--- config.mk ---
export PLATFORM = sky130hd
export DESIGN_NAME = iox_expander_regs
export DESIGN_NICKNAME = d
export VERILOG_FILES = /design/src/iox_pkg.sv /design/src/iox_expander_regs.sv /design/src/iox_sync.sv
export SDC_FILE = /design/constraint.sdc
export NUM_CORES = 1
export LEC_CHECK = 0
export ABC_AREA = 1
export BUFFER_PORTS_ARGS = -buffer_cell sky130_fd_sc_hd__buf_2
export CORE_UTILIZATION = 50
export DETAILED_ROUTE_END_ITERATION = 6
export PLACE_DENSITY = 0.79
export SKIP_LAST_GASP = 1
export SYNTH_ARGS = -nofsm -noshare
export SYNTH_HDL_FRONTEND = slang
export SYNTH_SLANG_ARGS = --single-unit
export TNS_END_PERCENT = 20
--- constraint.sdc ---
create_clock -name core_clk_in -period 2.1 [get_ports core_clk_in]
set_clock_uncertainty 0.05 [all_clocks]
set_input_delay 0.42 -clock core_clk_in [delete_from_list [all_inputs] [get_ports core_clk_in]]
set_output_delay 0.42 -clock core_clk_in [all_outputs]
set_load 0.03 [all_outputs]
--- src/iox_pkg.sv ---
/*
 File holds the shared constants of the 16-bit two-wire I/O expander:
 command codes, reset values, strap encodings, timing figures and the
 state type of the serial slave.
 Assumes a 100 MHz core clock; timing counts are derived from it here.
*/
package iox_pkg;

   // Data path widths
   localparam int BYTE_W    = 8;
   localparam int PORT_W    = 16;
   localparam int ADDR_W    = 7;
   localparam int BITCNT_W  = 4;
   localparam int STRAP_W   = 2;
   localparam int TOCNT_W   = 32;

   // Command codes selecting a register
   localparam logic [7:0] CMD_IN1     = 8'h00;
   localparam logic [7:0] CMD_IN2     = 8'h01;
   localparam logic [7:0] CMD_OUT1    = 8'h02;
   localparam logic [7:0] CMD_OUT2    = 8'h03;
   localparam logic [7:0] CMD_INV1    = 8'h04;
   localparam logic [7:0] CMD_INV2    = 8'h05;
   localparam logic [7:0] CMD_DIR1    = 8'h06;
   localparam logic [7:0] CMD_DIR2    = 8'h07;
   localparam logic [7:0] CMD_TIMEOUT = 8'h08;

   // Power-up values
   localparam logic [15:0] OUT_RESET     = 16'hFFFF;
   localparam logic [15:0] INV_RESET     = 16'h0000;
   localparam logic [15:0] DIR_RESET     = 16'hFFFF;
   localparam logic [7:0]  TIMEOUT_RESET = 8'h01;
   localparam int          TO_EN_BIT     = 0;
   localparam logic [7:0]  READ_UNMAPPED = 8'h00;

   // Bit count that closes a byte on the bus
   localparam logic [3:0] BITS_PER_BYTE = 4'h8;
   localparam logic [3:0] LAST_TX_BIT   = 4'h7;

   // Strap encoding of each address-select pin
   localparam logic [1:0] STRAP_GND = 2'h0;
   localparam logic [1:0] STRAP_VDD = 2'h1;
   localparam logic [1:0] STRAP_SCL = 2'h2;
   localparam logic [1:0] STRAP_SDA = 2'h3;

   // Upper address bits chosen by the middle and top select pins
   localparam logic [2:0] HI_LOW_BUS = 3'h1;
   localparam logic [2:0] HI_LOW_PWR = 3'h2;
   localparam logic [2:0] HI_BUS_BUS = 3'h5;
   localparam logic [2:0] HI_BUS_PWR = 3'h6;

   // Bus stall limit
   localparam int CLK_PERIOD_NS   = 10;
   localparam int TIMEOUT_TIME_MS = 29;
   localparam int TIMEOUT_CYCLES  = TIMEOUT_TIME_MS * 1000000 / CLK_PERIOD_NS;

   // Serial slave states
   typedef enum logic [3:0] {
      ST_IDLE,
      ST_ADDR,
      ST_ADDR_ACK,
      ST_CMD,
      ST_CMD_ACK,
      ST_WDATA,
      ST_WDATA_ACK,
      ST_RDATA,
      ST_MACK
   } iox_state_t;

endpackage

--- src/iox_expander_regs.sv ---
/*
 File holds the top of the 16-bit two-wire I/O expander: the serial
 slave, the register set, the port pin drivers and the stall timeout.
 Assumes SCL and SDA are open-drain lines resolved outside, address
 straps are static codes, and port pins are resolved from the enables.
*/
// Summary of operation
// - Output pins drive the level stored in the output level register bit.
// - Output level reads return the stored register, never the pin level.
// - Input pins with inversion bit set read inverted, otherwise unchanged.
// - Direction bit one makes the pin an input, zero an output.
// - Bit 0 of command 0x08 register enables the bus timeout.
// - Timeout register powers up as 0x01, timeout enabled.
// - Enabled timeout resets the serial slave when SCL stalls mid-transfer.
// - Lines stalled beyond 29 ms reset the slave and release SDA.
// - After a timeout the slave ignores the bus until a new START.
// - Three select pins strapped four ways decode 64 slave addresses.
// - After each data byte the pointer moves to the pair's other register; from command 0x08 up it stays put.
// - Outputs and directions power up all ones, inversions all zeros.
`timescale 1ns/1ps
module iox_expander_regs
   import iox_pkg::*;
#(
   parameter int unsigned TIMEOUT_LIMIT = TIMEOUT_CYCLES
) (
   input  wire logic              core_clk_in,
   input  wire logic              resetn_in,
   input  wire logic              scl_in,
   input  wire logic              sda_in,
   output logic                   sda_out,
   output logic                   sda_oe_out,
   input  wire logic [STRAP_W-1:0] addr_sel_low_in,
   input  wire logic [STRAP_W-1:0] addr_sel_mid_in,
   input  wire logic [STRAP_W-1:0] addr_sel_high_in,
   input  wire logic [PORT_W-1:0]  port_pins_in,
   output logic      [PORT_W-1:0]  port_pins_out,
   output logic      [PORT_W-1:0]  port_pins_oe_out
);
   localparam logic [TOCNT_W-1:0] TO_LIMIT = TOCNT_W'(TIMEOUT_LIMIT);

   logic [1:0]            bus_s;
   logic                  scl_s;
   logic                  sda_s;
   logic                  scl_d;
   logic                  sda_d;
   logic [3*STRAP_W-1:0]  strap_s;
   logic [PORT_W-1:0]     pins_s;
   logic                  scl_rise;
   logic                  scl_fall;
   logic                  start_det;
   logic                  stop_det;
   iox_state_t            state;
   logic [BITCNT_W-1:0]   bit_cnt;
   logic [BYTE_W-1:0]     shift;
   logic                  rw_bit;
   logic                  mack_ok;
   logic [BYTE_W-1:0]     ptr;
   logic [TOCNT_W-1:0]    to_cnt;
   logic                  to_hit;
   logic                  to_en;
   logic [ADDR_W-1:0]     dev_addr;
   logic                  byte_done;
   logic                  cmd_take;
   logic                  wr_strobe;
   logic                  rd_load;
   logic [BYTE_W-1:0]     rd_byte;
   logic [PORT_W-1:0]     input_value;
   logic [PORT_W-1:0]     output_level;
   logic [PORT_W-1:0]     input_invert;
   logic [PORT_W-1:0]     pin_direction;
   logic [BYTE_W-1:0]     bus_timeout_control;

   // Pick one byte of a port-wide value: low byte is port 1
   function automatic logic [BYTE_W-1:0] port_byte(input logic [PORT_W-1:0] v,
                                                   input logic hi);
      port_byte = hi ? v[PORT_W-1:BYTE_W] : v[BYTE_W-1:0];
   endfunction

   // Other register of a pair; the timeout register stays put
   function automatic logic [BYTE_W-1:0] pair_next(input logic [BYTE_W-1:0] p);
      pair_next = (p < CMD_TIMEOUT) ? {p[BYTE_W-1:1], ~p[0]} : p;
   endfunction

   // Strap tied to supply or to SDA gives a one
   function automatic logic strap_one(input logic [STRAP_W-1:0] s);
      strap_one = (s == STRAP_VDD) || (s == STRAP_SDA);
   endfunction

   // Strap tied to one of the bus lines
   function automatic logic strap_bus(input logic [STRAP_W-1:0] s);
      strap_bus = (s == STRAP_SCL) || (s == STRAP_SDA);
   endfunction

   // Replace one byte of a port-wide register
   function automatic logic [PORT_W-1:0] put_byte(input logic [PORT_W-1:0] v,
                                                  input logic hi,
                                                  input logic [BYTE_W-1:0] b);
      put_byte = hi ? {b, v[BYTE_W-1:0]} : {v[PORT_W-1:BYTE_W], b};
   endfunction

   // Bus lines through the pin synchroniser, idle high
   iox_sync #(.WIDTH(2), .RESET_VAL(2'h3)) u_bus_sync (
      .clk_in    (core_clk_in),
      .resetn_in (resetn_in),
      .async_in  ({scl_in, sda_in}),
      .sync_out  (bus_s)
   );

   // Address straps through the pin synchroniser
   iox_sync #(.WIDTH(3*STRAP_W), .RESET_VAL(6'h00)) u_strap_sync (
      .clk_in    (core_clk_in),
      .resetn_in (resetn_in),
      .async_in  ({addr_sel_high_in, addr_sel_mid_in, addr_sel_low_in}),
      .sync_out  (strap_s)
   );

   // Port pin levels through the pin synchroniser
   iox_sync #(.WIDTH(PORT_W), .RESET_VAL(16'h0000)) u_pin_sync (
      .clk_in    (core_clk_in),
      .resetn_in (resetn_in),
      .async_in  (port_pins_in),
      .sync_out  (pins_s)
   );

   assign scl_s = bus_s[1];
   assign sda_s = bus_s[0];

   // Previous filtered line levels for edge detection
   always_ff @(posedge core_clk_in or negedge resetn_in) begin
      if (!resetn_in) begin
         scl_d <= 1'b1;
         sda_d <= 1'b1;
      end else begin
         scl_d <= scl_s;
         sda_d <= sda_s;
      end
   end

   // Bus events
   assign scl_rise  = scl_s & ~scl_d;
   assign scl_fall  = ~scl_s & scl_d;
   assign start_det = scl_s & scl_d & sda_d & ~sda_s;
   assign stop_det  = scl_s & scl_d & ~sda_d & sda_s;

   // Slave address decoded from the three straps
   always_comb begin
      dev_addr[0] = strap_one(strap_s[1:0]);
      dev_addr[1] = strap_one(strap_s[3:2]);
      dev_addr[2] = strap_one(strap_s[5:4]);
      dev_addr[3] = strap_bus(strap_s[1:0]);
      if (strap_bus(strap_s[5:4])) begin
         dev_addr[6:4] = strap_bus(strap_s[3:2]) ? HI_BUS_BUS : HI_BUS_PWR;
      end else begin
         dev_addr[6:4] = strap_bus(strap_s[3:2]) ? HI_LOW_BUS : HI_LOW_PWR;
      end
   end

   // Reported input value; inversion applies to input pins only
   assign input_value = pins_s ^ (input_invert & pin_direction);

   // Byte presented for a read at the current pointer
   always_comb begin
      case (ptr)
         CMD_IN1, CMD_IN2:   rd_byte = port_byte(input_value, ptr[0]);
         CMD_OUT1, CMD_OUT2: rd_byte = port_byte(output_level, ptr[0]);
         CMD_INV1, CMD_INV2: rd_byte = port_byte(input_invert, ptr[0]);
         CMD_DIR1, CMD_DIR2: rd_byte = port_byte(pin_direction, ptr[0]);
         CMD_TIMEOUT:        rd_byte = bus_timeout_control;
         default:            rd_byte = READ_UNMAPPED;
      endcase
   end

   // Strobes derived from the slave state
   assign byte_done = scl_fall && (bit_cnt == BITS_PER_BYTE);
   assign cmd_take  = !to_hit && !start_det && !stop_det && state == ST_CMD && byte_done;
   assign wr_strobe = !to_hit && !start_det && !stop_det && state == ST_WDATA_ACK
                      && scl_fall;
   assign rd_load   = !to_hit && !start_det && !stop_det && scl_fall
                      && ((state == ST_ADDR_ACK && rw_bit) || (state == ST_MACK && mack_ok));

   // Stall counter: clears on every SCL edge, runs while a transfer is open
   assign to_en  = bus_timeout_control[TO_EN_BIT];
   assign to_hit = to_en && (to_cnt >= TO_LIMIT);
   always_ff @(posedge core_clk_in or negedge resetn_in) begin
      if (!resetn_in) begin
         to_cnt <= '0;
      end else if (!to_en || state == ST_IDLE || scl_rise || scl_fall) begin
         to_cnt <= '0;
      end else if (!to_hit) begin
         to_cnt <= to_cnt + 1'b1;
      end
   end

   // Serial slave sequencing, bit count and data shifting
   always_ff @(posedge core_clk_in or negedge resetn_in) begin
      if (!resetn_in) begin
         state      <= ST_IDLE;
         bit_cnt    <= '0;
         shift      <= '0;
         rw_bit     <= 1'b0;
         mack_ok    <= 1'b0;
         sda_oe_out <= 1'b0;
      end else if (to_hit) begin
         state      <= ST_IDLE;
         sda_oe_out <= 1'b0;
      end else if (start_det) begin
         state      <= ST_ADDR;
         bit_cnt    <= '0;
         sda_oe_out <= 1'b0;
      end else if (stop_det) begin
         state      <= ST_IDLE;
         sda_oe_out <= 1'b0;
      end else begin
         case (state)
            ST_IDLE: begin
               sda_oe_out <= 1'b0;
            end
            ST_ADDR, ST_CMD, ST_WDATA: begin
               if (scl_rise) begin
                  shift   <= {shift[BYTE_W-2:0], sda_s};
                  bit_cnt <= bit_cnt + 1'b1;
               end else if (byte_done) begin
                  bit_cnt <= '0;
                  if (state == ST_ADDR) begin
                     if (shift[BYTE_W-1:1] == dev_addr) begin
                        state      <= ST_ADDR_ACK;
                        rw_bit     <= shift[0];
                        sda_oe_out <= 1'b1;
                     end else begin
                        state <= ST_IDLE;
                     end
                  end else begin
                     state      <= (state == ST_CMD) ? ST_CMD_ACK : ST_WDATA_ACK;
                     sda_oe_out <= 1'b1;
                  end
               end
            end
            ST_ADDR_ACK: begin
               if (scl_fall) begin
                  bit_cnt <= '0;
                  if (rw_bit) begin
                     state      <= ST_RDATA;
                     shift      <= rd_byte;
                     sda_oe_out <= ~rd_byte[BYTE_W-1];
                  end else begin
                     state      <= ST_CMD;
                     sda_oe_out <= 1'b0;
                  end
               end
            end
            ST_CMD_ACK, ST_WDATA_ACK: begin
               if (scl_fall) begin
                  state      <= ST_WDATA;
                  bit_cnt    <= '0;
                  sda_oe_out <= 1'b0;
               end
            end
            ST_RDATA: begin
               if (scl_fall) begin
                  if (bit_cnt == LAST_TX_BIT) begin
                     state      <= ST_MACK;
                     sda_oe_out <= 1'b0;
                  end else begin
                     shift      <= {shift[BYTE_W-2:0], 1'b0};
                     sda_oe_out <= ~shift[BYTE_W-2];
                     bit_cnt    <= bit_cnt + 1'b1;
                  end
               end
            end
            ST_MACK: begin
               if (scl_rise) begin
                  mack_ok <= ~sda_s;
               end else if (scl_fall) begin
                  bit_cnt <= '0;
                  if (mack_ok) begin
                     state      <= ST_RDATA;
                     shift      <= rd_byte;
                     sda_oe_out <= ~rd_byte[BYTE_W-1];
                  end else begin
                     state <= ST_IDLE;
                  end
               end
            end
            default: begin
               state      <= ST_IDLE;
               sda_oe_out <= 1'b0;
            end
         endcase
      end
   end

   // SDA is open drain: only ever pulled low
   always_ff @(posedge core_clk_in or negedge resetn_in) begin
      if (!resetn_in) begin
         sda_out <= 1'b0;
      end else begin
         sda_out <= 1'b0;
      end
   end

   // Register pointer: set by the command byte, toggles within a pair
   always_ff @(posedge core_clk_in or negedge resetn_in) begin
      if (!resetn_in) begin
         ptr <= CMD_IN1;
      end else if (cmd_take) begin
         ptr <= shift;
      end else if (wr_strobe || rd_load) begin
         ptr <= pair_next(ptr);
      end
   end

   // Output level register, written at the end of the acknowledge pulse
   always_ff @(posedge core_clk_in or negedge resetn_in) begin
      if (!resetn_in) begin
         output_level <= OUT_RESET;
      end else if (wr_strobe && (ptr == CMD_OUT1 || ptr == CMD_OUT2)) begin
         output_level <= put_byte(output_level, ptr[0], shift);
      end
   end

   // Polarity inversion register
   always_ff @(posedge core_clk_in or negedge resetn_in) begin
      if (!resetn_in) begin
         input_invert <= INV_RESET;
      end else if (wr_strobe && (ptr == CMD_INV1 || ptr == CMD_INV2)) begin
         input_invert <= put_byte(input_invert, ptr[0], shift);
      end
   end

   // Direction register
   always_ff @(posedge core_clk_in or negedge resetn_in) begin
      if (!resetn_in) begin
         pin_direction <= DIR_RESET;
      end else if (wr_strobe && (ptr == CMD_DIR1 || ptr == CMD_DIR2)) begin
         pin_direction <= put_byte(pin_direction, ptr[0], shift);
      end
   end

   // Bus timeout control register
   always_ff @(posedge core_clk_in or negedge resetn_in) begin
      if (!resetn_in) begin
         bus_timeout_control <= TIMEOUT_RESET;
      end else if (wr_strobe && ptr == CMD_TIMEOUT) begin
         bus_timeout_control <= shift;
      end
   end

   // Port pin drivers, registered one cycle behind the registers
   always_ff @(posedge core_clk_in or negedge resetn_in) begin
      if (!resetn_in) begin
         port_pins_out    <= OUT_RESET;
         port_pins_oe_out <= ~DIR_RESET;
      end else begin
         port_pins_out    <= output_level;
         port_pins_oe_out <= ~pin_direction;
      end
   end
endmodule

--- src/iox_sync.sv ---
/*
 File holds a three-stage input synchroniser with agreement filter.
 Assumes inputs come from pins asynchronous to clk_in; an output bit
 changes only when the second and third stages agree.
*/
`timescale 1ns/1ps
module iox_sync #(
   parameter int            WIDTH     = 1,
   parameter logic [WIDTH-1:0] RESET_VAL = '0
) (
   input  wire logic             clk_in,
   input  wire logic             resetn_in,
   input  wire logic [WIDTH-1:0] async_in,
   output logic      [WIDTH-1:0] sync_out
);
   logic [WIDTH-1:0] stage1;
   logic [WIDTH-1:0] stage2;
   logic [WIDTH-1:0] stage3;
   logic [WIDTH-1:0] agree;

   // Bits where the two later stages match
   assign agree = ~(stage2 ^ stage3);

   // Shift chain; the first stage feeds only the second
   always_ff @(posedge clk_in or negedge resetn_in) begin
      if (!resetn_in) begin
         stage1 <= RESET_VAL;
         stage2 <= RESET_VAL;
         stage3 <= RESET_VAL;
      end else begin
         stage1 <= async_in;
         stage2 <= stage1;
         stage3 <= stage2;
      end
   end

   // Filtered output follows only agreeing bits
   always_ff @(posedge clk_in or negedge resetn_in) begin
      if (!resetn_in) begin
         sync_out <= RESET_VAL;
      end else begin
         sync_out <= (stage3 & agree) | (sync_out & ~agree);
      end
   end
endmodule

# ---- Yosys cells after proc, flatten, opt, wreduce, memory -nomap -nowiden
# Cells that the tools add are included.
dict set report word_totals {
  register_bits 245
  in_bits 26
  out_inout_bits 34
  word_cells 252
}
dict set report classes {
  n_addsub 2
  n_lt_le_gt_ge 2
  n_eq_ne 53
  muxes 64
  bitwise_logic 39
  n_reduce_logical 60
}
# cell n
set op_table {}
lappend op_table {{2-to-1 mux 8 bit} 13}
lappend op_table {{2-to-1 mux 4 bit} 20}
lappend op_table {{2-to-1 mux 32 bit} 2}
lappend op_table {{AND 16 bit} 3}
lappend op_table {{inverter 16 bit} 3}
lappend op_table {{inequality test 5 bit, second input constant} 9}
lappend op_table {{one-hot mux 8 bit (5 select lines)} 1}
lappend op_table {{adder 32 x 1 -> 32 bit, second input constant} 1}
lappend op_table {{equality test 8 x 3 -> 1 bit, second input constant} 4}
lappend op_table {{greater-or-equal comparator 32 x 22 -> 1 bit, second input constant} 1}
lappend op_table {{one-hot mux 8 bit (4 select lines)} 1}
lappend op_table {{bitwise XOR 16 bit} 2}
lappend op_table {{one-hot mux 4 bit (6 select lines)} 1}
lappend op_table {{equality test 4 x 3 -> 1 bit, second input constant} 5}
lappend op_table {{inequality test 2 bit, second input constant} 9}
lappend op_table {{AND reduction 9 bit} 2}
lappend op_table {{2-to-1 mux 1 bit} 17}
lappend op_table {{equality test 8 x 2 -> 1 bit, second input constant} 2}
lappend op_table {{logical AND 1 bit} 16}
lappend op_table {{OR 16 bit} 1}
lappend op_table {{one-hot mux 4 bit (4 select lines)} 1}
lappend op_table {{logical OR 1 bit} 14}
lappend op_table {{AND reduction 2 bit} 7}
lappend op_table {{AND 6 bit} 2}
lappend op_table {{other kinds (38)} 83}

# ---- Longest topological paths before layout
# Gate-level depths: netlist of the first run.
dict set report logic_depth {
  word_depth 13
  mapped_depth 15
  ltp_nobuf 14
}

# ---- By module
# From an unflattened synthesis of the first run, not the netlist that was laid out.
dict set report unflattened {
  cells_unflattened 1135
  hier_area_um2 10338.7
}
# mod instances cells_each area_per_inst_um2 seq_area_each_um2
set modules_own_cells {}
lappend modules_own_cells {iox_expander_regs 1 943 7536.0 3792.4}
lappend modules_own_cells {{iox_sync (u_pin_sync)} 1 128 1861.8 1601.5}
lappend modules_own_cells {{iox_sync (u_strap_sync)} 1 48 698.2 600.6}
lappend modules_own_cells {{iox_sync (u_bus_sync)} 1 16 242.7 210.2}

# ---- Worst setup path before layout of the first run
# No wires, ideal clock.
dict set report synth_path {
  kind {reg2reg}
  from {register with a tool-made name}
  to {register shift[0]}
  setup_time_ns 0.117
  t_arrival_ns 1.657
  t_required_ns 1.933
  path_slack_ns 0.276
  path_stages_with_launch 10
  n_path_buf 0
  synth_period_minus_slack_ns 1.824
  cell_sequence {dfstp_2 -> inv_1 -> nand4_1 -> inv_1 -> nor2_1 -> nand2_2 -> nor3_4 -> inv_2 -> nand2_1 -> nand2_1}
}
# element line_no
set synth_rtl {}
lappend synth_rtl {{to (signal assigned)} iox_expander_regs.sv:220} ;# shift <= {shift[BYTE_W-2:0], sda_s};
lappend synth_rtl {{to (signal assigned)} iox_expander_regs.sv:243} ;# shift <= rd_byte;
lappend synth_rtl {{to (signal assigned)} iox_expander_regs.sv:264} ;# shift <= {shift[BYTE_W-2:0], 1'b0};
lappend synth_rtl {{to (decl)} iox_expander_regs.sv:54} ;# logic [BYTE_W-1:0] shift;

# ---- Worst setup path in the final report of the first run
dict set report layout_path {
  from {register to_cnt[6]}
  to {register input_invert[2]}
}
dict set report layout_between {
  elab_chain_cells 9
}
# element line_no
set layout_rtl {}
lappend layout_rtl {{from (decl)} iox_expander_regs.sv:58} ;# logic [TOCNT_W-1:0] to_cnt;
lappend layout_rtl {{from (signal assigned)} iox_expander_regs.sv:190} ;# to_cnt <= to_cnt + 1'b1;
lappend layout_rtl {{greater-or-equal comparator 32 x 22 -> 1 bit} iox_expander_regs.sv:183} ;# assign to_hit = to_en && (to_cnt >= TO_LIMIT);
lappend layout_rtl {{logical AND 1 bit} iox_expander_regs.sv:183}
lappend layout_rtl {{zero test 1 bit} -}
lappend layout_rtl {{logical AND 1 bit (3 in a row)} iox_expander_regs.sv:176} ;# assign wr_strobe = !to_hit && !start_det && !stop_det && state == ST_WDATA_ACK
lappend layout_rtl {{logical AND 1 bit} iox_expander_regs.sv:177} ;# && scl_fall;
lappend layout_rtl {{logical AND 1 bit} iox_expander_regs.sv:325} ;# end else if (wr_strobe && (ptr == CMD_INV1 || ptr == CMD_INV2)) begin
lappend layout_rtl {{AND reduction 2 bit (no source line)} -}
lappend layout_rtl {{to (signal assigned)} iox_expander_regs.sv:326} ;# input_invert <= put_byte(input_invert, ptr[0], shift);
lappend layout_rtl {{to (decl)} iox_expander_regs.sv:69} ;# logic [PORT_W-1:0] input_invert;
# No other way between the ends.
# A chain may end at the register's enable or synchronous reset.

==> impl_metrics.tcl, run 1 <==
set metrics [dict create \
    reg2reg_depth 12 \
    maxCapViolations 0 \
    die_x_um 146.8 \
    r2r_slack_ps 100 \
    rows 52 \
    ys_ff_latch 245 \
    worstSkewPairLatency_ps 550 \
    grt_pass1_vias 7845 \
    numCtsBuffers 26 \
    r2r_start "to_cnt[6]" \
    vdd_drop_max_mv 0.7343 \
    antenna_found_initial 0 \
    dp_hpwl_um 15530 \
    initial_core_util 0.5149 \
    place_ws_ps 37.95 \
    fin_nets 1257 \
    drtPass1Iterations 7 \
    post_route_cells_drive_above_1_share 0.2133 \
    pwr_density_cell_nw_per_um2 993.9 \
    vias_per_cell 5.343 \
    overflow 0 \
    max_slew.worst_pin.slew_ps 523.6 \
    cp-end-kind "register" \
    yosysUniqueCellTypes 46 \
    setup_viol 0 \
    async_reset_ff_frac 1.000 \
    syn_avg_cell_area_sq_um 9.506 \
    arrival_ps 2430 \
    core_area_sq_um 20360 \
    grt_pass1_wl_um 38480 \
    worstPathRequired_ps 2540 \
    fin_ws_ps 104.1 \
    path_max_fanout 24 \
    outcome "complete, no violations" \
    grt_max_degree 62 \
    hp-start "u_strap_sync.stage1[2]" \
    grt_usage 0.2225 \
    cts_max_level 1 \
    cts_tree "done" \
    yosys_most_used_dff "dfrtp_1" \
    syn_nets 1133 \
    place_area_sq_um 11330 \
    hold_end "u_strap_sync.stage2[2]" \
    totalWireLength_um 23130 \
    wire_per_inst_um 15.25 \
    fin_crit_ps 1996 \
    diodes 0 \
    startpoint_type "register" \
    gp_congestion 0.8797 \
    num-fill-cells 1626 \
    cts.root.buffer_cell "clkbuf_16" \
    clk_pin_slew_ps 60 \
    leakage_nw 5.733 \
    die_y_um 146.8 \
    vias 8105 \
    ys_seq_area_frac 0.5918 \
    dieArea_sq_um 21550 \
    hold_viol 0 \
    numClockSinks 245 \
    drt-initial-drc-count 571 \
    ios 60 \
    portBuffers 58 \
    synthCells 1103 \
    synth-edff-count 0 \
    rsz0062_at_grt "yes" \
    final_core_util 0.6187 \
    fmax_mhz 501.0 \
    synth_area_sq_um 10490 \
    worst_r2r_endpoint "input_invert[2]" \
    remaining_drc_errors 0 \
    cts.path.max_buffers 3 \
    min_period_over_period 0.9504 \
    final_cell_area_sq_um 12600 \
    min_path_cells 0 \
    drtAntennaViolNets 0 \
    maxSlewViolCount 0 \
    crit_type "reg -> reg" \
    yosys_warnings 0 \
    syn_to_final_growth_pct 20.17 \
    slew_headroom 0.6509 \
    hp-class "reg -> reg" \
]
## metal layers
metal  GRT usage  vias up  wire length [um]
met5           0        -                 0
li1            -     3843                 -
met3     0.03913       62              1590
met1      0.3066     3902             10110
met2      0.3512      298             10760
met4     0.08906        0               671
## critical path, cell delays in order (launching register included)
cell and delay, ps:
dfrtp_1 410, nor2_1 160, nand2_1 70, nand3_1 80, nand3_1 80, nand2_2 90
nand2_4 70, nand2_8 90, nand3_4 100, nor2_8 190, buf_4 310, nand4_1 140
nand2_1 110
## worst max-delay path by stage
stage / endpoint / from / slack (ps) / cells past startpoint
4_1_cts: output_level[7] / register / 40 / 9
5_1_grt: pin_direction[12] / to_cnt[28] / -50 / 12
6_report: input_invert[2] / to_cnt[6] / 100 / 12
3_5_place_dp: output_level[2] / register / 40 / 9
2_1_floorplan: shift[0] / register / 280 / 9
3_3_place_gp: output_level[3] / register / 100 / 9
## power by group
part / switching [mW] / internal, mW
sequential: 0.301 / 5.00
combinational: 1.46 / 0.747
clock: 1.92 / 3.10
## cell usage after synthesis, types with 2 or more instances
cell type	n	area share
nand2_2	7	0.0042
nand2_1	329	0.12
o21ai_1	10	0.0048
inv_2	11	0.0039
o31ai_1	10	0.0072
nand3_1	58	0.028
dfrtp_1	186	0.44
buf_6	2	0.0021
clkbuf_1	8	0.0029
nand4_1	56	0.033
maj3_1	24	0.023
o21ai_0	40	0.019
xor2_1	19	0.016
buf_8	3	0.0043
nor3_4	2	0.0031
o211ai_1	3	0.0021
nor2_1	71	0.025
nand3_2	4	0.0038
nor3_1	16	0.0076
a21oi_1	31	0.015
buf_2	20	0.0095
xnor2_1	5	0.0042
ha_1	4	0.0048
buf_4	6	0.0043
o22ai_1	6	0.0036
nor3b_1	2	0.0014
nor4_1	4	0.0024
inv_1	85	0.030
dfstp_2	59	0.15
nand3_4	5	0.0084
a31oi_1	2	0.0012
## per-stage QoR
stage	cells	hold slack [ps]	power, mW	setup TNS (ps)
2_1_floorplan	1103	74.41	6.672	0
3_3_place_gp	1443	281.7	7.402	0
3_5_place_dp	1443	284.7	7.441	0
4_1_cts	1516	284.1	12.55	0
5_1_grt	1517	295.4	13.06	-590.8
6_report	1517	281.5	12.52	0
## flip-flops by register name, summed over array words and instances (netlist names), 16 cells and up, named ones only
register / flops
output_level: 16
u_pin_sync.stage2: 16
u_pin_sync.stage1: 16
input_invert: 16
pin_direction: 16
to_cnt: 32
port_pins_oe_out: 16
port_pins_out: 16
u_pin_sync.stage3: 16
## repair_timing
| item | CTS | global route |
|---|---|---|
| endpoints found under the hold margin | 71 | 0 |
| buffers inserted | 0 | 1 |
| gates resized for setup | 0 | 14 |
| setup endpoints to repair | 0 | 69 |
| hold buffers | 25 | 0 |
## cell usage in the layout, fill, tap and decap left out, drive strengths merged
master / n
a21o: 1
a21oi: 31
a31oi: 2
buf: 111
bufinv: 6
clkbuf: 29
clkinv: 9
clkinvlp: 4
conb: 1
dfrtp: 186
dfstp: 59
dlygate4sd3: 25
ha: 4
inv: 97
maj3: 24
nand2: 338
nand3: 67
nand3b: 1
nand4: 56
nor2: 74
nor3: 19
nor3b: 2
nor4: 5
o2111ai: 1
o211ai: 3
o21ai: 51
o22ai: 6
o31ai: 10
or2: 1
xnor2: 5
xor2: 19
## area by class of cell
cell class / instances / area [sq um] / area share
clock buffer: 29 / 681.9 / 0.05412
clock inverter: 19 / 282.8 / 0.02244
inverter: 97 / 372.9 / 0.02959
multi-input combinational: 721 / 3679 / 0.2920
sequential: 245 / 6210 / 0.4928
tap: 270 / 337.8 / 0.02681
timing repair buffer: 136 / 1036 / 0.08222
## cell families after synthesis
logic type | synth area share
xor+xnor | 0.02005
compound gates | 0.05513
buf+inv | 0.05979
other cells | 0.0003577
fa+ha+maj | 0.02769
flops | 0.5918
simple gates | 0.2452
Note: power is estimated with default switching activity, not from simulation.
==> run 2, diff against run 1 <==
--- a/config.mk
+++ b/config.mk
@@ -6,10 +6,10 @@
 export NUM_CORES = 1
 export LEC_CHECK = 0
 export ABC_AREA = 1
-export BUFFER_PORTS_ARGS = -buffer_cell sky130_fd_sc_hd__buf_2
 export CORE_UTILIZATION = 50
 export DETAILED_ROUTE_END_ITERATION = 6
-export PLACE_DENSITY = 0.79
+export DONT_BUFFER_PORTS = 1
+export PLACE_DENSITY = 0.77
 export SKIP_LAST_GASP = 1
 export SYNTH_ARGS = -nofsm -noshare
 export SYNTH_HDL_FRONTEND = slang
==> run 2 against run 1 <==
Effect of this change:
- setup slack gained 6.2 ps
- die area is the same
- non-clock buffer count shrank 71
- worst hold slack lost 740 ps
- global-route usage shrank 0.75 points
- utilization shrank 3.3 points
- wire length shrank 3.4%
- sequential share of layout area grew 2.7 points
- final area shrank 5.3%
- clock power shrank 19%
- maximum frequency grew 0.31%
- largest cell class unchanged
- register-to-register slack is essentially flat
- the run now ends with negative hold slack left
==> impl_metrics.tcl, run 2 (synthesis gave the netlist of run 1 again) <==
set metrics [dict create \
    vdd_drop_max_mv 0.7161 \
    rsz0062_at_grt "yes" \
    initial_core_util 0.5149 \
    wire_per_inst_um 15.48 \
    met2_length_um 10120 \
    placed_cells 1372 \
    cts_tree "done" \
    numCtsBuffers 25 \
    setup_viol 0 \
    rows 52 \
    portBuffers 0 \
    vias 7752 \
    final_cell_mix "nand2_1 (329), dfrtp_1 (184), inv_1 (83), nor2_1 (67), dfstp_2 (59)" \
    layout.cells.non_filler 1444 \
    vias_per_cell 5.368 \
    overflow 0 \
    drt-initial-drc-count 743 \
    die_y_um 146.8 \
    post_route_cells_drive_above_1_share 0.1525 \
    worstSkewPairLatency_ps 530 \
    maxSlewViolCount 0 \
    drtPass1Iterations 7 \
    top_register "to_cnt" \
    core_area_sq_um 20360 \
    fin_crit_ps 1990 \
    hp-class "in -> async" \
    grt_max_degree 246 \
    cts.path.max_buffers 3 \
    die_x_um 146.8 \
    cp-end-kind "register" \
    startpoint_type "register" \
    fmax_mhz 502.6 \
    dieArea_sq_um 21550 \
    pwr_density_cell_nw_per_um2 953.3 \
    ios 60 \
    wl_met3_um 1594 \
    worstPathRequired_ps 2510 \
    remaining_drc_errors 0 \
    routed.top_layer "met4" \
    syn_to_final_growth_pct 13.78 \
    min_period_over_period 0.9475 \
    crit_buf_inv 4 \
    hold_viol 245 \
    fin_nets 1185 \
    maxCapViolations 0 \
    cpPeakStageDelay_ps 420 \
    grt_usage 0.2150 \
    path_max_fanout 6 \
    r2r_start "to_cnt[11]" \
    gp_congestion 0.9409 \
    startpoint "to_cnt[11]" \
    leakage_nw 5.319 \
    diodes 0 \
    crit_type "reg -> reg" \
    drtAntennaViolNets 0 \
    final_core_util 0.5858 \
    path_cells "inv_2, nand2_1, o21ai_1, nand3_1, nand2_2, nand2_4, nand2_8, nand3_4, nor2_8, buf_6, buf_4, buf_4, nand4_1, nand2_1" \
    grt_pass1_wl_um 37560 \
    cts.root.buffer_cell "clkbuf_16" \
    cts_hold_buffers 24 \
    drt-met1-wl_um 10070 \
    slowest_stage "dfrtp_1" \
    mostFrequentLayoutCell "nand2_1" \
    dp_hpwl_um 14690 \
    totalWireLength_um 22350 \
    largest_register_ffs 32 \
    path_delay_family "simple AND/OR/NAND/NOR gates" \
    antenna_found_initial 0 \
    clk_pin_slew_ps 60 \
    cts_max_level 1 \
    setup-tns-final_ps 0 \
    arrival_ps 2400 \
    violations "negative hold slack" \
    grt_pass1_vias 7428 \
    hold_slack_ps -457.8 \
    numClockSinks 245 \
    outcome "finished with violations" \
]
[run 2: what timing repair did]
action / 4_1_cts / 5_1_grt
setup buffers: 0 / 2
endpoints found under the setup margin: 0 / 69
gates resized for setup: 0 / 13
hold endpoints to repair: 269 / 245
[run 2: worst paths after layout]
kind	end	slack, ps	depth (start not counted)
max reg2reg	pin_direction[2]	110	14
min reg2reg	u_strap_sync.stage2[1]	290	0
max	pin_direction[2]	110	14
min	u_pin_sync.stage1[3]	-460	0
max in group asynchronous	port_pins_out[0]	2170	0
min in group core_clk_in	u_strap_sync.stage2[1]	290	0
[run 2: area by class of cell]
cell class,count,area (sq um)
tap,270,337.8
timing repair buffer,65,601.8
fill,1652,8434
clock buffer,40,701.9
multi-input combinational,721,3679
clock inverter,6,36.28
sequential,245,6207
inverter,97,366.6
[run 2: through the flow]
stage	total power, mW	setup WS (ps)	instance area, sq um	hold WS, ps
after floorplan	6.672	276.2	10490	74.41
after global placement	7.215	101.3	10900	81.71
after detailed placement	7.251	43.89	10900	82.22
after CTS	11.40	16.63	11880	-477.6
after global routing	11.90	-50.81	11930	-475.7
final	11.37	110.3	11930	-457.8
[run 2: report_power, final]
part	switching (mW)	internal, mW	total [mW]
Combinational	1.32	0.677	2.00
Sequential	0.299	4.99	5.29
Clock	1.80	2.29	4.08
Total	3.41	7.96	11.4
[run 2: layer usage]
metal,global-route usage,vias to the layer above
li1,-,3700
met1,0.3077,3703
met2,0.3344,299
met3,0.03882,50
met4,0.06667,0
met5,0,-
==> run 3, diff against run 2 <==
==> constraint.sdc (replaced) <==
create_clock -name core_clk_in -period 1.9 [get_ports core_clk_in]
set_clock_uncertainty 0.05 [all_clocks]
set_input_delay 0.38 -clock core_clk_in [delete_from_list [all_inputs] [get_ports core_clk_in]]
set_output_delay 0.38 -clock core_clk_in [all_outputs]
set_load 0.03 [all_outputs]
==> run 3 against run 2 <==
Effect of this change:
- the flow finishes with violations (negative hold slack, negative setup slack)
- clock power grew 37%
- sequential power grew 9.8%
- final cell count grew 4.5%
- global-route usage grew 1.5 points
- register-to-register slack lost 160 ps
- sequential share of layout area shrank 3.7 points
- first-iteration DRC count grew 13%
- utilization grew 4.4 points
- wire length grew 10%
- critical path type unchanged
- largest cell class unchanged
- highest routed layer unchanged
==> impl_metrics.tcl, run 3 (synthesis gave the netlist of run 1 again) <==
set metrics [dict create \
    post_route_cells_drive_above_1_share 0.2260 \
    max_slew.worst_pin.slew_ps 547.0 \
    grt_max_degree 246 \
    hold_slack_ps -497.1 \
    num-fill-cells 1588 \
    cts.root.buffer_cell "clkbuf_16" \
    numCtsBuffers 26 \
    maxCapViolations 0 \
    fin_crit_ps 1954 \
    syn_to_final_growth_pct 22.42 \
    grt_pass1_vias 7984 \
    drt-initial-drc-count 836 \
    drtAntennaViolNets 0 \
    violations "negative hold slack, negative setup slack" \
    globalRouteMet2Util 0.3680 \
    pwr_density_cell_nw_per_um2 1093 \
    setup-tns-final_ps -380.8 \
    initial_core_util 0.5149 \
    numClockSinks 245 \
    clk_pin_slew_ps 60 \
    largest_register_ffs 32 \
    die_y_um 146.8 \
    startpoint_type "register" \
    drtPass1Iterations 6 \
    path_max_fanout 15 \
    maxSlewViolCount 0 \
    grt.busiest_layer "met2" \
    vias_per_cell 5.463 \
    r2r_start "to_cnt[25]" \
    totalPowerFinal_mw 14.03 \
    antenna_found_initial 0 \
    core_area_sq_um 20360 \
    grt_util_met3 0.03602 \
    vias 8244 \
    overflow 0 \
    hold_viol 245 \
    portBuffers 0 \
    gp_congestion 0.9154 \
    crit_type "reg -> reg" \
    grt_pass1_wl_um 39740 \
    cts.path.max_buffers 3 \
    worstSkewPairLatency_ps 530 \
    fin_ws_ps -53.73 \
    leakage_nw 5.782 \
    cts_hold_buffers 24 \
    outcome "finished with violations" \
    dieArea_sq_um 21550 \
    vdd_drop_max_mv 0.7596 \
    diodes 0 \
    worstPathRequired_ps 2260 \
    die_x_um 146.8 \
    top_register "to_cnt" \
    mostFrequentLayoutCell "nand2_1" \
    grt_usage 0.2302 \
    r2r_slack_ps -50 \
    rsz0062_at_grt "yes" \
    rows 52 \
    startpoint "to_cnt[25]" \
    fin_nets 1249 \
    wire_per_inst_um 16.36 \
    cts_max_level 1 \
    remaining_drc_errors 0 \
    arrival_ps 2310 \
    final_cell_mix "nand2_1 (319), dfrtp_1 (182), buf_4 (90), inv_1 (77), nor2_1 (61)" \
    setup_viol 25 \
    grt_use_met1 0.3226 \
    cp-end-kind "register" \
    ios 60 \
    cts_tree "done" \
    hp-class "in -> async" \
    min_period_over_period 1.028 \
    dp_hpwl_um 15620 \
    totalWireLength_um 24680 \
    fmax_mhz 511.8 \
    slew_headroom 0.6353 \
]
-- run 3: final timing paths --
kind | endpoint | cells after the start
max | bus_timeout_control[2] | 12
min | input_invert[8] | 0
max reg2reg | bus_timeout_control[2] | 12
min reg2reg | u_pin_sync.stage2[13] | 0
max in group asynchronous | port_pins_out[9] | 0
min in group core_clk_in | u_pin_sync.stage2[13] | 0
-- run 3: through the flow --
step                      worst slack [ps]    util  instances  instance area (sq um)  hold WS (ps)
after detailed placement            -53.21  0.5573       1428                  11350         41.95
after floorplan                      76.15       -       1103                  10490         34.41
after CTS                           -18.52  0.6204       1504                  12630        -512.7
after global routing                -132.6  0.6303       1509                  12840        -512.6
after global placement              -19.43  0.5573       1428                  11350         41.65
final                               -53.73  0.6303       1509                  12840        -497.1
-- run 3: critical path, cell delays in order, from the launching register on --
cell	delay, ps
dfrtp_1	370
inv_2	60
nand4_1	110
nor2_1	140
nand2_1	80
nor2_2	140
nand2_4	90
nand2_8	80
nand3_4	100
nor2_8	170
nand2_2	220
nand2_1	130
o21ai_1	80
-- run 3: what timing repair did --
action | in CTS | in global routing
cloned | 0 | 1
resized for setup | 16 | 47
hold endpoints to repair | 269 | 245
setup endpoints to repair | 67 | 111
setup buffers | 4 | 4
pin swaps | 5 | 16
-- run 3: area by class of cell --
class                           instances  area [sq um]  share of cell area
Inverter                               97         376.6             0.02934
Timing Repair Buffer                  128          1152             0.08977
Tap cell                              270         337.8             0.02632
Clock buffer                           38         757.0             0.05897
Clock inverter                         10         203.9             0.01589
Multi-Input combinational cell        721          3799              0.2959
Sequential cell                       245          6210              0.4838
-- run 3: per-layer routing --
metal | share of wire | routed length (um) | vias up
met5 | 0 | 0 | -
met4 | 0.029 | 722 | 0
met3 | 0.072 | 1785 | 65
met2 | 0.47 | 11610 | 388
met1 | 0.43 | 10570 | 3958
li1 | - | - | 3833
-- run 3: power by group --
| part | internal (mW) | leakage, nW | total [mW] | switching (mW) |
|---|---|---|---|---|
| clock | 3.57 | 0.470 | 5.59 | 2.02 |
| combinational | 0.959 | 2.41 | 2.63 | 1.67 |
| sequential | 5.52 | 2.90 | 5.81 | 0.289 |
| total | 10.1 | 5.78 | 14.0 | 3.98 |
